--- config.mk ---
export PLATFORM = sky130hd
export DESIGN_NAME = agr_result_fifo
export DESIGN_NICKNAME = d
export VERILOG_FILES = /design/src/core/agr_pkg.sv /design/src/core/agr_result_fifo.sv
export SDC_FILE = /design/constraint.sdc
export NUM_CORES = 1
export LEC_CHECK = 0
export BUFFER_PORTS_ARGS = -buffer_cell sky130_fd_sc_hd__buf_2
export CAP_MARGIN = 10
export CORE_UTILIZATION = 34
export DETAILED_ROUTE_END_ITERATION = 8
export PLACE_DENSITY = 0.49
export SYNTH_ARGS = -nofsm -noshare
export SYNTH_HDL_FRONTEND = slang
export SYNTH_SLANG_ARGS = --single-unit
--- constraint.sdc ---
create_clock -name clk -period 8.21 [get_ports clk]
set_input_delay 0.821 -clock clk [delete_from_list [all_inputs] [get_ports clk]]
set_output_delay 0.821 -clock clk [all_outputs]
set_load 0.05 [all_outputs]
--- src/core/agr_pkg.sv ---
// Constants for the group one result FIFO read block.
// Assumes a 32-bit Avalon-MM slave with byte addresses and a 40 MHz clock.
package agr_pkg;
   // Byte offsets of the read ports and the control and interrupt registers
   localparam logic [7:0] POP_LO = 8'h20;     // First alias of the popping port
   localparam logic [7:0] POP_HI = 8'h3f;     // Last byte of the alias range
   localparam logic [7:0] PEEK_OFS = 8'h94;   // Non-popping view
   localparam logic [7:0] CTRL_OFS = 8'h98;   // Mode control
   localparam logic [7:0] IRQ_STAT_OFS = 8'h9c;  // Sticky events
   localparam logic [7:0] IRQ_EN_OFS = 8'ha0;    // Event enables
   localparam logic [7:0] IRQ_CLR_OFS = 8'ha4;   // Write one to clear
   // Result word layout
   localparam int EMPTY_BIT = 15;             // Empty flag
   localparam int TAG_LSB = 10;               // Channel tag low bit
   localparam int RES_W = 10;                 // Full result width
   localparam int TAG_W = 4;                  // Channel tag width
   localparam int SHIFT8 = 2;                 // Eight-bit mode drops two LSBs
   // Control register fields
   localparam int CTRL_BUF = 0;               // Buffered mode
   localparam int CTRL_8BIT = 1;              // Eight-bit result mode
   localparam int CTRL_TAG = 2;               // Channel tag enable
   localparam int CTRL_W = 3;
   localparam logic [2:0] CTRL_RST = 3'h1;    // Buffered mode after reset
   // Interrupt event bits
   localparam int EV_POP = 0;                 // An entry was popped
   localparam int EV_UNDER = 1;               // Pop attempted while empty/overrun
   localparam int EV_W = 2;
endpackage

--- src/core/agr_result_fifo.sv ---
// Group one result FIFO: write side for the sequencer, read ports for software.
// Assumes the sequencer drives wr_valid only while wr_ready is high.
//
// Overview of operation
// [RQ1] Default result reads full ten bits
// [RQ2] Eight-bit mode: upper bits zero, MSBs low
// [RQ3] Eight-bit shift applied at read time
// [RQ4] Valid pop-port read advances output pointer
// [RQ5] Empty or overrun read leaves pointer alone
// [RQ6] Suspend blocks every pop-port state change
// [RQ7] Words 0x20 to 0x3F decode as pop
// [RQ8] Each alias read pops one, in order
// [RQ9] Peek view exists only in buffered mode
// [RQ10] Bit 15 empty flag, one after reset
// [RQ11] Bit 14 always reads zero
// [RQ12] Tag bits zero unless tagging enabled
// [RQ13] Tag is unsigned four-bit channel number
// [RQ14] Tags 1110/1111 mean channels fourteen/fifteen
// [RQ15] Peek returns head without moving pointer
// [RQ16] Peek and pop format head identically
//
// Decided for this implementation: the Avalon-MM slave port.
`timescale 1ns/10ps
`default_nettype none
module agr_result_fifo #(
   parameter int DEPTH = 16,   // Entries held
   parameter int AW = 4        // Pointer width, log2 of DEPTH
) (
   // Clock and reset
   input wire logic clk,
   input wire logic resetn,
   // Avalon-MM slave
   input wire logic [7:0] address,
   input wire logic read,
   input wire logic write,
   input wire logic [31:0] writedata,
   output logic [31:0] readdata,
   output logic waitrequest,
   // Sequencer write side
   input wire logic wr_valid,
   input wire logic [9:0] wr_result,
   input wire logic [3:0] wr_channel,
   output logic wr_ready,
   // Status from the rest of the converter
   input wire logic overrun,
   input wire logic suspend,
   // Interrupt
   output logic irq
);
   // Storage, one entry = tag plus result
   logic [agr_pkg::RES_W-1:0] res_mem [DEPTH];
   logic [agr_pkg::TAG_W-1:0] tag_mem [DEPTH];
   logic [AW-1:0] rd_ptr_r;          // Output pointer
   logic [AW-1:0] wr_ptr_r;          // Input pointer
   logic [AW:0] count_r;             // Entries held
   logic [agr_pkg::CTRL_W-1:0] ctrl_r;
   logic [agr_pkg::EV_W-1:0] stat_r;
   logic [agr_pkg::EV_W-1:0] en_r;
   logic ack_r;                      // One wait state per access
   logic [31:0] rdata_r;
   logic empty;
   logic push;
   logic hit_pop;
   logic hit_peek;
   logic pop;
   logic pop_bad;
   logic [15:0] head_word;
   logic [31:0] rdata_nxt;

   assign empty = (count_r == '0);
   assign wr_ready = (count_r != (AW+1)'(DEPTH));
   assign push = wr_valid && wr_ready;

   // Any word-aligned address in the alias window pops [RQ7]
   assign hit_pop = (address >= agr_pkg::POP_LO) && (address <= agr_pkg::POP_HI)
                    && (address[1:0] == 2'h0);
   // Peek only decodes in buffered mode [RQ9]
   assign hit_peek = (address == agr_pkg::PEEK_OFS) && ctrl_r[agr_pkg::CTRL_BUF];

   // A pop is taken once, at the edge the read is answered [RQ4] [RQ8]
   // Empty, overrun and suspend all hold the pointer [RQ5] [RQ6]
   assign pop = read && ack_r && hit_pop && !empty && !overrun && !suspend;
   // Refused pop while not suspended is reported, never under suspend [RQ6]
   assign pop_bad = read && ack_r && hit_pop && (empty || overrun) && !suspend;

   // Head formatting shared by both ports, done at read time [RQ3] [RQ16]
   always_comb begin
      head_word = 16'h0000;
      head_word[agr_pkg::EMPTY_BIT] = empty;                // [RQ10]
      // Bit 14 stays zero [RQ11]
      if (ctrl_r[agr_pkg::CTRL_TAG]) begin
         // Plain binary channel number, 0 to 15 [RQ12] [RQ13] [RQ14]
         head_word[agr_pkg::TAG_LSB +: agr_pkg::TAG_W] = tag_mem[rd_ptr_r];
      end
      if (ctrl_r[agr_pkg::CTRL_8BIT]) begin
         // Upper two bits zero, eight MSBs low [RQ2]
         head_word[agr_pkg::RES_W-1:0] = res_mem[rd_ptr_r] >> agr_pkg::SHIFT8;
      end else begin
         // Full ten-bit result [RQ1]
         head_word[agr_pkg::RES_W-1:0] = res_mem[rd_ptr_r];
      end
   end

   // Read mux; unmapped addresses read zero
   always_comb begin
      rdata_nxt = 32'h0000_0000;
      if (hit_pop || hit_peek) begin
         rdata_nxt[15:0] = head_word;          // Peek never pops [RQ15]
      end else if (address == agr_pkg::CTRL_OFS) begin
         rdata_nxt[agr_pkg::CTRL_W-1:0] = ctrl_r;
      end else if (address == agr_pkg::IRQ_STAT_OFS) begin
         rdata_nxt[agr_pkg::EV_W-1:0] = stat_r;
      end else if (address == agr_pkg::IRQ_EN_OFS) begin
         rdata_nxt[agr_pkg::EV_W-1:0] = en_r;
      end
   end

   // Waitrequest: low in the second cycle of each access
   assign waitrequest = (read || write) && !ack_r;

   // Ack toggles once per access, so back-to-back requests each get one
   always_ff @(posedge clk or negedge resetn) begin
      if (!resetn) begin
         ack_r <= 1'b0;
      end else begin
         ack_r <= (read || write) && !ack_r;
      end
   end

   // Read data captured in the wait cycle, stands at the answering edge
   always_ff @(posedge clk or negedge resetn) begin
      if (!resetn) begin
         rdata_r <= 32'h0000_0000;
      end else if (read && !ack_r) begin
         rdata_r <= rdata_nxt;
      end
   end
   assign readdata = rdata_r;

   // Control register
   always_ff @(posedge clk or negedge resetn) begin
      if (!resetn) begin
         ctrl_r <= agr_pkg::CTRL_RST;
      end else if (write && ack_r && address == agr_pkg::CTRL_OFS) begin
         ctrl_r <= writedata[agr_pkg::CTRL_W-1:0];
      end
   end

   // Interrupt enable register
   always_ff @(posedge clk or negedge resetn) begin
      if (!resetn) begin
         en_r <= '0;
      end else if (write && ack_r && address == agr_pkg::IRQ_EN_OFS) begin
         en_r <= writedata[agr_pkg::EV_W-1:0];
      end
   end

   // Sticky status; a new event wins over a clear in the same cycle
   always_ff @(posedge clk or negedge resetn) begin
      if (!resetn) begin
         stat_r <= '0;
      end else begin
         logic [agr_pkg::EV_W-1:0] ev;
         logic [agr_pkg::EV_W-1:0] clr;
         ev = '0;
         clr = '0;
         ev[agr_pkg::EV_POP] = pop;
         ev[agr_pkg::EV_UNDER] = pop_bad;
         if (write && ack_r && address == agr_pkg::IRQ_CLR_OFS) begin
            clr = writedata[agr_pkg::EV_W-1:0];
         end
         stat_r <= (stat_r & ~clr) | ev;
      end
   end
   assign irq = |(stat_r & en_r);

   // Storage writes from the sequencer
   always_ff @(posedge clk) begin
      if (push) begin
         res_mem[wr_ptr_r] <= wr_result;
         tag_mem[wr_ptr_r] <= wr_channel;
      end
   end

   // Pointers and count
   always_ff @(posedge clk or negedge resetn) begin
      if (!resetn) begin
         rd_ptr_r <= '0;
         wr_ptr_r <= '0;
         count_r <= '0;
      end else begin
         if (push) begin
            wr_ptr_r <= wr_ptr_r + AW'(1);
         end
         if (pop) begin
            rd_ptr_r <= rd_ptr_r + AW'(1);   // [RQ4]
         end
         count_r <= count_r + (AW+1)'(push) - (AW+1)'(pop);
      end
   end
endmodule
`default_nettype wire

# After elaboration in Yosys (flattened, before gate mapping)
# Memory sizes are Yosys's and may differ from the RTL's.
# Index checks and enable logic that the tools add are counted.
# word_totals
reg_bits	37
mem_bits_rw	224
in_bits	61
output_inout_bits	35
word_cells	64
n_memories	2
# mem_list
memory	depth	word_bits	rd	rd_clocked_by_memory_dff	write_ports	line	rtl
res_mem	16	10	1	0	1	agr_result_fifo.sv:51	logic [agr_pkg::RES_W-1:0] res_mem [DEPTH];
tag_mem	16	4	1	0	1	agr_result_fifo.sv:52	logic [agr_pkg::TAG_W-1:0] tag_mem [DEPTH];
# classes
n_addsub	4
magnitude_cmp	2
n_eq_ne	6
muxes	11
bitwise	4
n_reduce_logical	27
# ops
cell	n
8-bit == test (second input constant)	5
1-bit logical AND	17
13-bit 2-to-1 mux	1
10-bit 2-to-1 mux	1
4-bit by 1-bit adder with 4-bit output (second input constant)	2
8-bit by 6-bit greater-or-equal comparator with 1-bit output (second input constant)	1
8-bit by 6-bit less-or-equal comparator with 1-bit output (second input constant)	1
2-bit 2-to-1 mux	4
5-bit by 1-bit adder with 5-bit output	1
5-bit zero test	1
5-bit != test (second input constant)	1
5-bit by 1-bit subtractor with 5-bit output	1
2-bit bitwise AND	2
1-bit zero test	4
4-bit 2-to-1 mux	1
1-bit logical OR	3
1-bit 2-to-1 mux	3
3-bit 2-to-1 mux	1
2-bit zero test	1
2-bit NOT	1
2-bit bitwise OR	1
2-bit OR reduction	1

# Logic depth before layout (Yosys ltp)
# logic_depth
word_depth	8
ltp_mapped	16
ltp_nobuf	15

# Worst setup path after synthesis
# No wires, ideal clock.
# synth_path
path_type	input-to-reg
startpoint	in address[6]
endpoint	reg count_r[4]
setup_time_ns	0.125
arrival_ns	3.124
t_required_ns	8.085
slack_ns	4.961
path_stages	14
n_path_buf	1
path_cell_list	or4b_4 > nor4_1 > nor2b_1 > buf_2 > ha_1 > inv_1 > ha_1 > inv_1 > fa_1 > inv_1 > a21oi_1 > nor2_1 > nor2_1 > xnor2_1
# synth_between
elab_chain_len	8
elab_cells_between_ends	9
cone_classes	add/sub (1); order compare (2); reduce/logical (6)
# synth_lines
item	line	rtl
start: declaration	agr_result_fifo.sv:33	input wire logic [7:0] address,
8-bit by 6-bit greater-or-equal comparator with 1-bit output or 8-bit by 6-bit less-or-equal comparator with 1-bit output (tied branches)	agr_result_fifo.sv:75	assign hit_pop = (address >= agr_pkg::POP_LO) && (address <= agr_pkg::POP_HI)
1-bit logical AND *	agr_result_fifo.sv:75	
1-bit logical AND *	agr_result_fifo.sv:76	&& (address[1:0] == 2'h0);
1-bit logical AND * (4 in a row)	agr_result_fifo.sv:82	assign pop = read && ack_r && hit_pop && !empty && !overrun && !suspend;
net pop	agr_result_fifo.sv:65	logic pop;
5-bit by 1-bit subtractor with 5-bit output *	agr_result_fifo.sv:198	count_r <= count_r + (AW+1)'(push) - (AW+1)'(pop);
end signal: assignment	agr_result_fifo.sv:198	
end: declaration	agr_result_fifo.sv:55	logic [AW:0] count_r;
# The timed path passes the listed nets; every way through them passes the cells marked *.
# A chain may end at the register's enable or synchronous reset.

# Worst setup path in the final report
# layout_path
startpoint	in address[6]
endpoint	reg count_r[4]
# layout_between
elab_chain_len	8
elab_cells_between_ends	9
cone_classes	add/sub (1); order compare (2); reduce/logical (6)
# layout_lines
item	line
8-bit by 6-bit greater-or-equal comparator with 1-bit output or 8-bit by 6-bit less-or-equal comparator with 1-bit output (tied branches)	agr_result_fifo.sv:75
1-bit logical AND *	agr_result_fifo.sv:75
1-bit logical AND *	agr_result_fifo.sv:76
1-bit logical AND * (4 in a row)	agr_result_fifo.sv:82
5-bit by 1-bit subtractor with 5-bit output *	agr_result_fifo.sv:198
# Mark *: on every way between the ends. The rest lies on a longest branch, timed or not.

==> metrics.csv <==
metric,value,unit
status,"finished, final reports clean",
ioPinCount,96,
drv_slew,0,
cp_max_fo,6,
ctsHtreeMaxLevel,1,
numPortBuffers,49,
p_leak,4.14,nW
ys.flop_type,edfxtp_1,
cp_data_required_time,8.62,ns
cp_data_arrival_time,3.76,ns
critPathTopFamily,simple AND/OR/NAND/NOR gates,
tightestPinTransition,0.914,ns
crit_path_start_kind,input pin,
synth-async-reset-ratio,0.138,
grt_remaining_overflow,0,
slowest_delay,0.55,ns
timing.rr.start,count_r[3]$_DFF_PN0_,
antenna_left,0,
critPathBufInv,4,
yosysUniqueCellTypes,56,
via_count,5202,
fmax,0.298,GHz
finalCritPeriodShare,0.408,
clk_latency,0.53,ns
synth-edff-count,224,
post_cts_resized,0,
powerDensity,269,nW/um^2
worstSetupPathType,input pin to flip-flop,
rows,64,
numCtsBuffers,28,
grt.busiest_layer,met2,
syn_to_final_growth,14.9,%
drtIter0Drc,251,
slew_headroom,0.391,
mostFrequentLayoutCells,"edfxtp_1 (224), mux4_2 (61), buf_2 (49)",
antenna_found_initial,1,
vdd_drop_max,0.000159,V
yosysWarnings,0,
place_congestion,0.831,
grt_pass1_vias,5457,
final_hold_viol_count,0,
finalCriticalPeriod,3.35,ns
rsz0062_at_grt,false,
die-width,179,um
setup_tns,0,ns
min_path_type,input pin to asynchronous set/reset pin,
clock-root-buffer,clkbuf_16,
hold_buffers,0,
wl,22300,um
cap_violations,0,
start_util,0.347,
die_y,179,um
critPathSlowestCell,or4b_4,
grt_usage,0.143,
wire_per_inst,21.5,um
path_cells,buf_2 -> or4b_4 -> nor4_1 -> nor2b_1 -> ha_1 -> inv_1 -> ha_1 -> inv_1 -> fa_1 -> inv_1 -> a21oi_1 -> nor2_1 -> nor2_1 -> xnor2_1,
setup_viol,0,
synth-seq-cells,260,
syn_area,10600,um^2
core-area,30700,um^2
post-dp-hpwl,13300,um
grt_max_degree,49,
via_per_inst,5.01,
first_pass_iters,4,
grtUsageMet2,0.247,
syn_avg_cell_area,19.4,um^2
seq_area_frac_synth,0.717,
drc,0,
layout_commonest_cell,edfxtp_1,
cts_tree,yes,
drive_gt1_frac,0.301,
critical_path.startpoint,address[6],
clock_sinks,260,
cpMostUsedCell,inv_1,
dieArea,32000,um^2
cts_setup_buffers,0,
grt_pass1_wl,33500,um
clockBufferDepth,3,
endpoint_kind,flip-flop,
use_met3,0.0208,
hold_ws,0.376,ns
met1_usage,0.188,
nNetsFinal,694,
syn_inst,548,
finClkSkew,0.00876,ns
clk_pin_slew,0.06,ns
cells by family after synthesis:
kind of cell / count (synthesis) / share of synthesized area
compound gates: 41 / 0.0300
xor+xnor: 10 / 0.00823
fa+ha+maj: 12 / 0.0148
buf+inv: 56 / 0.0343
flops: 260 / 0.717
mux: 87 / 0.156
other cells: 1 / 0.000352
simple gates: 81 / 0.0391
worst reg2reg max path, stage by stage (launching register included):
cell     delay [ns]
dfrtp_1        0.36
inv_1          0.07
ha_1           0.19
nor4b_1        0.16
or2_2          0.30
nor2b_1        0.43
ha_1           0.33
inv_1          0.05
ha_1           0.15
inv_1          0.05
fa_1           0.40
inv_1          0.07
a21oi_1        0.06
nor2_1         0.08
nor2_1         0.06
xnor2_1        0.12
where the power goes:
part           switching [W]  total [W]  leakage (nW)  internal, W
Combinational       0.000255   0.000402          1.20     0.000147
Sequential         0.0000559    0.00164          2.49      0.00158
Clock               0.000486    0.00125         0.445     0.000764
routing by layer:
metal / share of wire / up-vias / wire, um
met3: 0.037 / 27 / 836
met2: 0.50 / 113 / 11100
met5: 0 / - / 0
li1: - / 2310 / -
met4: 0.016 / 0 / 366
met1: 0.45 / 2752 / 10100
path summary, 6_finish.rpt:
check / endpoint / slack, ns / cells past startpoint
setup / recovery: count_r[4]$_DFF_PN0_ / 4.86 / 14
hold / removal: count_r[2]$_DFF_PN0_ / 0.38 / 1
setup reg to reg: count_r[4]$_DFF_PN0_ / 5.21 / 15
min in group clk: readdata[8]$_DFFE_PN0P_ / 0.48 / 2
max in group asynchronous: rd_ptr_r[1]$_DFFE_PN0P_ / 7.29 / 1
hold reg to reg: readdata[8]$_DFFE_PN0P_ / 0.48 / 2
synth_stat cells (2+ instances only):
master	n	share of area
and2_1	3	0.0018
nor2_1	23	0.0081
clkbuf_1	9	0.0032
mux2i_1	13	0.012
nor2b_1	4	0.0024
a21o_1	3	0.0021
inv_1	12	0.0042
nand2_1	20	0.0071
o21ai_0	3	0.0014
o31ai_1	2	0.0014
buf_4	19	0.013
clkinv_1	2	0.00071
xnor2_1	8	0.0066
dfrtp_1	35	0.082
buf_6	8	0.0085
nand3_1	4	0.0019
ha_1	11	0.013
a22o_1	8	0.0066
xor2_1	2	0.0016
nor3_1	5	0.0024
a32o_1	4	0.0038
a2bb2oi_1	2	0.0016
edfxtp_1	224	0.63
and2b_2	3	0.0025
nand2b_1	3	0.0018
mux4_2	61	0.13
mux2_2	12	0.013
a21oi_1	7	0.0033
buf_2	3	0.0014
o2111ai_1	3	0.0025
nand4_1	4	0.0024
nor4_1	3	0.0018
clkbuf_8	2	0.0026
per-stage QoR:
step / std cells / area [um^2] / setup slack, ns / util / power (W)
global route: 1038 / 12200 / 4.60 / 0.399 / 0.00342
detailed placement: 987 / 11300 / 4.30 / 0.369 / 0.00208
global placement: 987 / 11300 / 4.30 / 0.369 / 0.00205
CTS: 1038 / 12200 / 4.87 / 0.399 / 0.00334
finish: 1039 / 12200 / 4.86 / 0.399 / 0.00329
floorplan: 564 / 10700 / 4.96 / - / 0.00192
flip-flops by register name, summed over array words and instances, names as in the netlist:
name / count
ctrl_r: 3
wr_ptr_r: 4
en_r: 2
count_r: 5
ack_r: 1
tag_mem: 64
stat_r: 2
res_mem: 160
rd_ptr_r: 4
readdata: 15
area by class of cell:
| type | count | area [um^2] |
|---|---|---|
| Fill cell | 2750 | 18400 |
| Multi-Input combinational cell | 248 | 2730 |
| Tap cell | 396 | 495 |
| Clock buffer | 34 | 744 |
| Timing Repair Buffer | 69 | 395 |
| Clock inverter | 17 | 175 |
| Inverter | 14 | 52.6 |
| Sequential cell | 260 | 7630 |
| Antenna cell | 1 | 2.50 |
No activity file was read; power rests on OpenSTA's default activity.
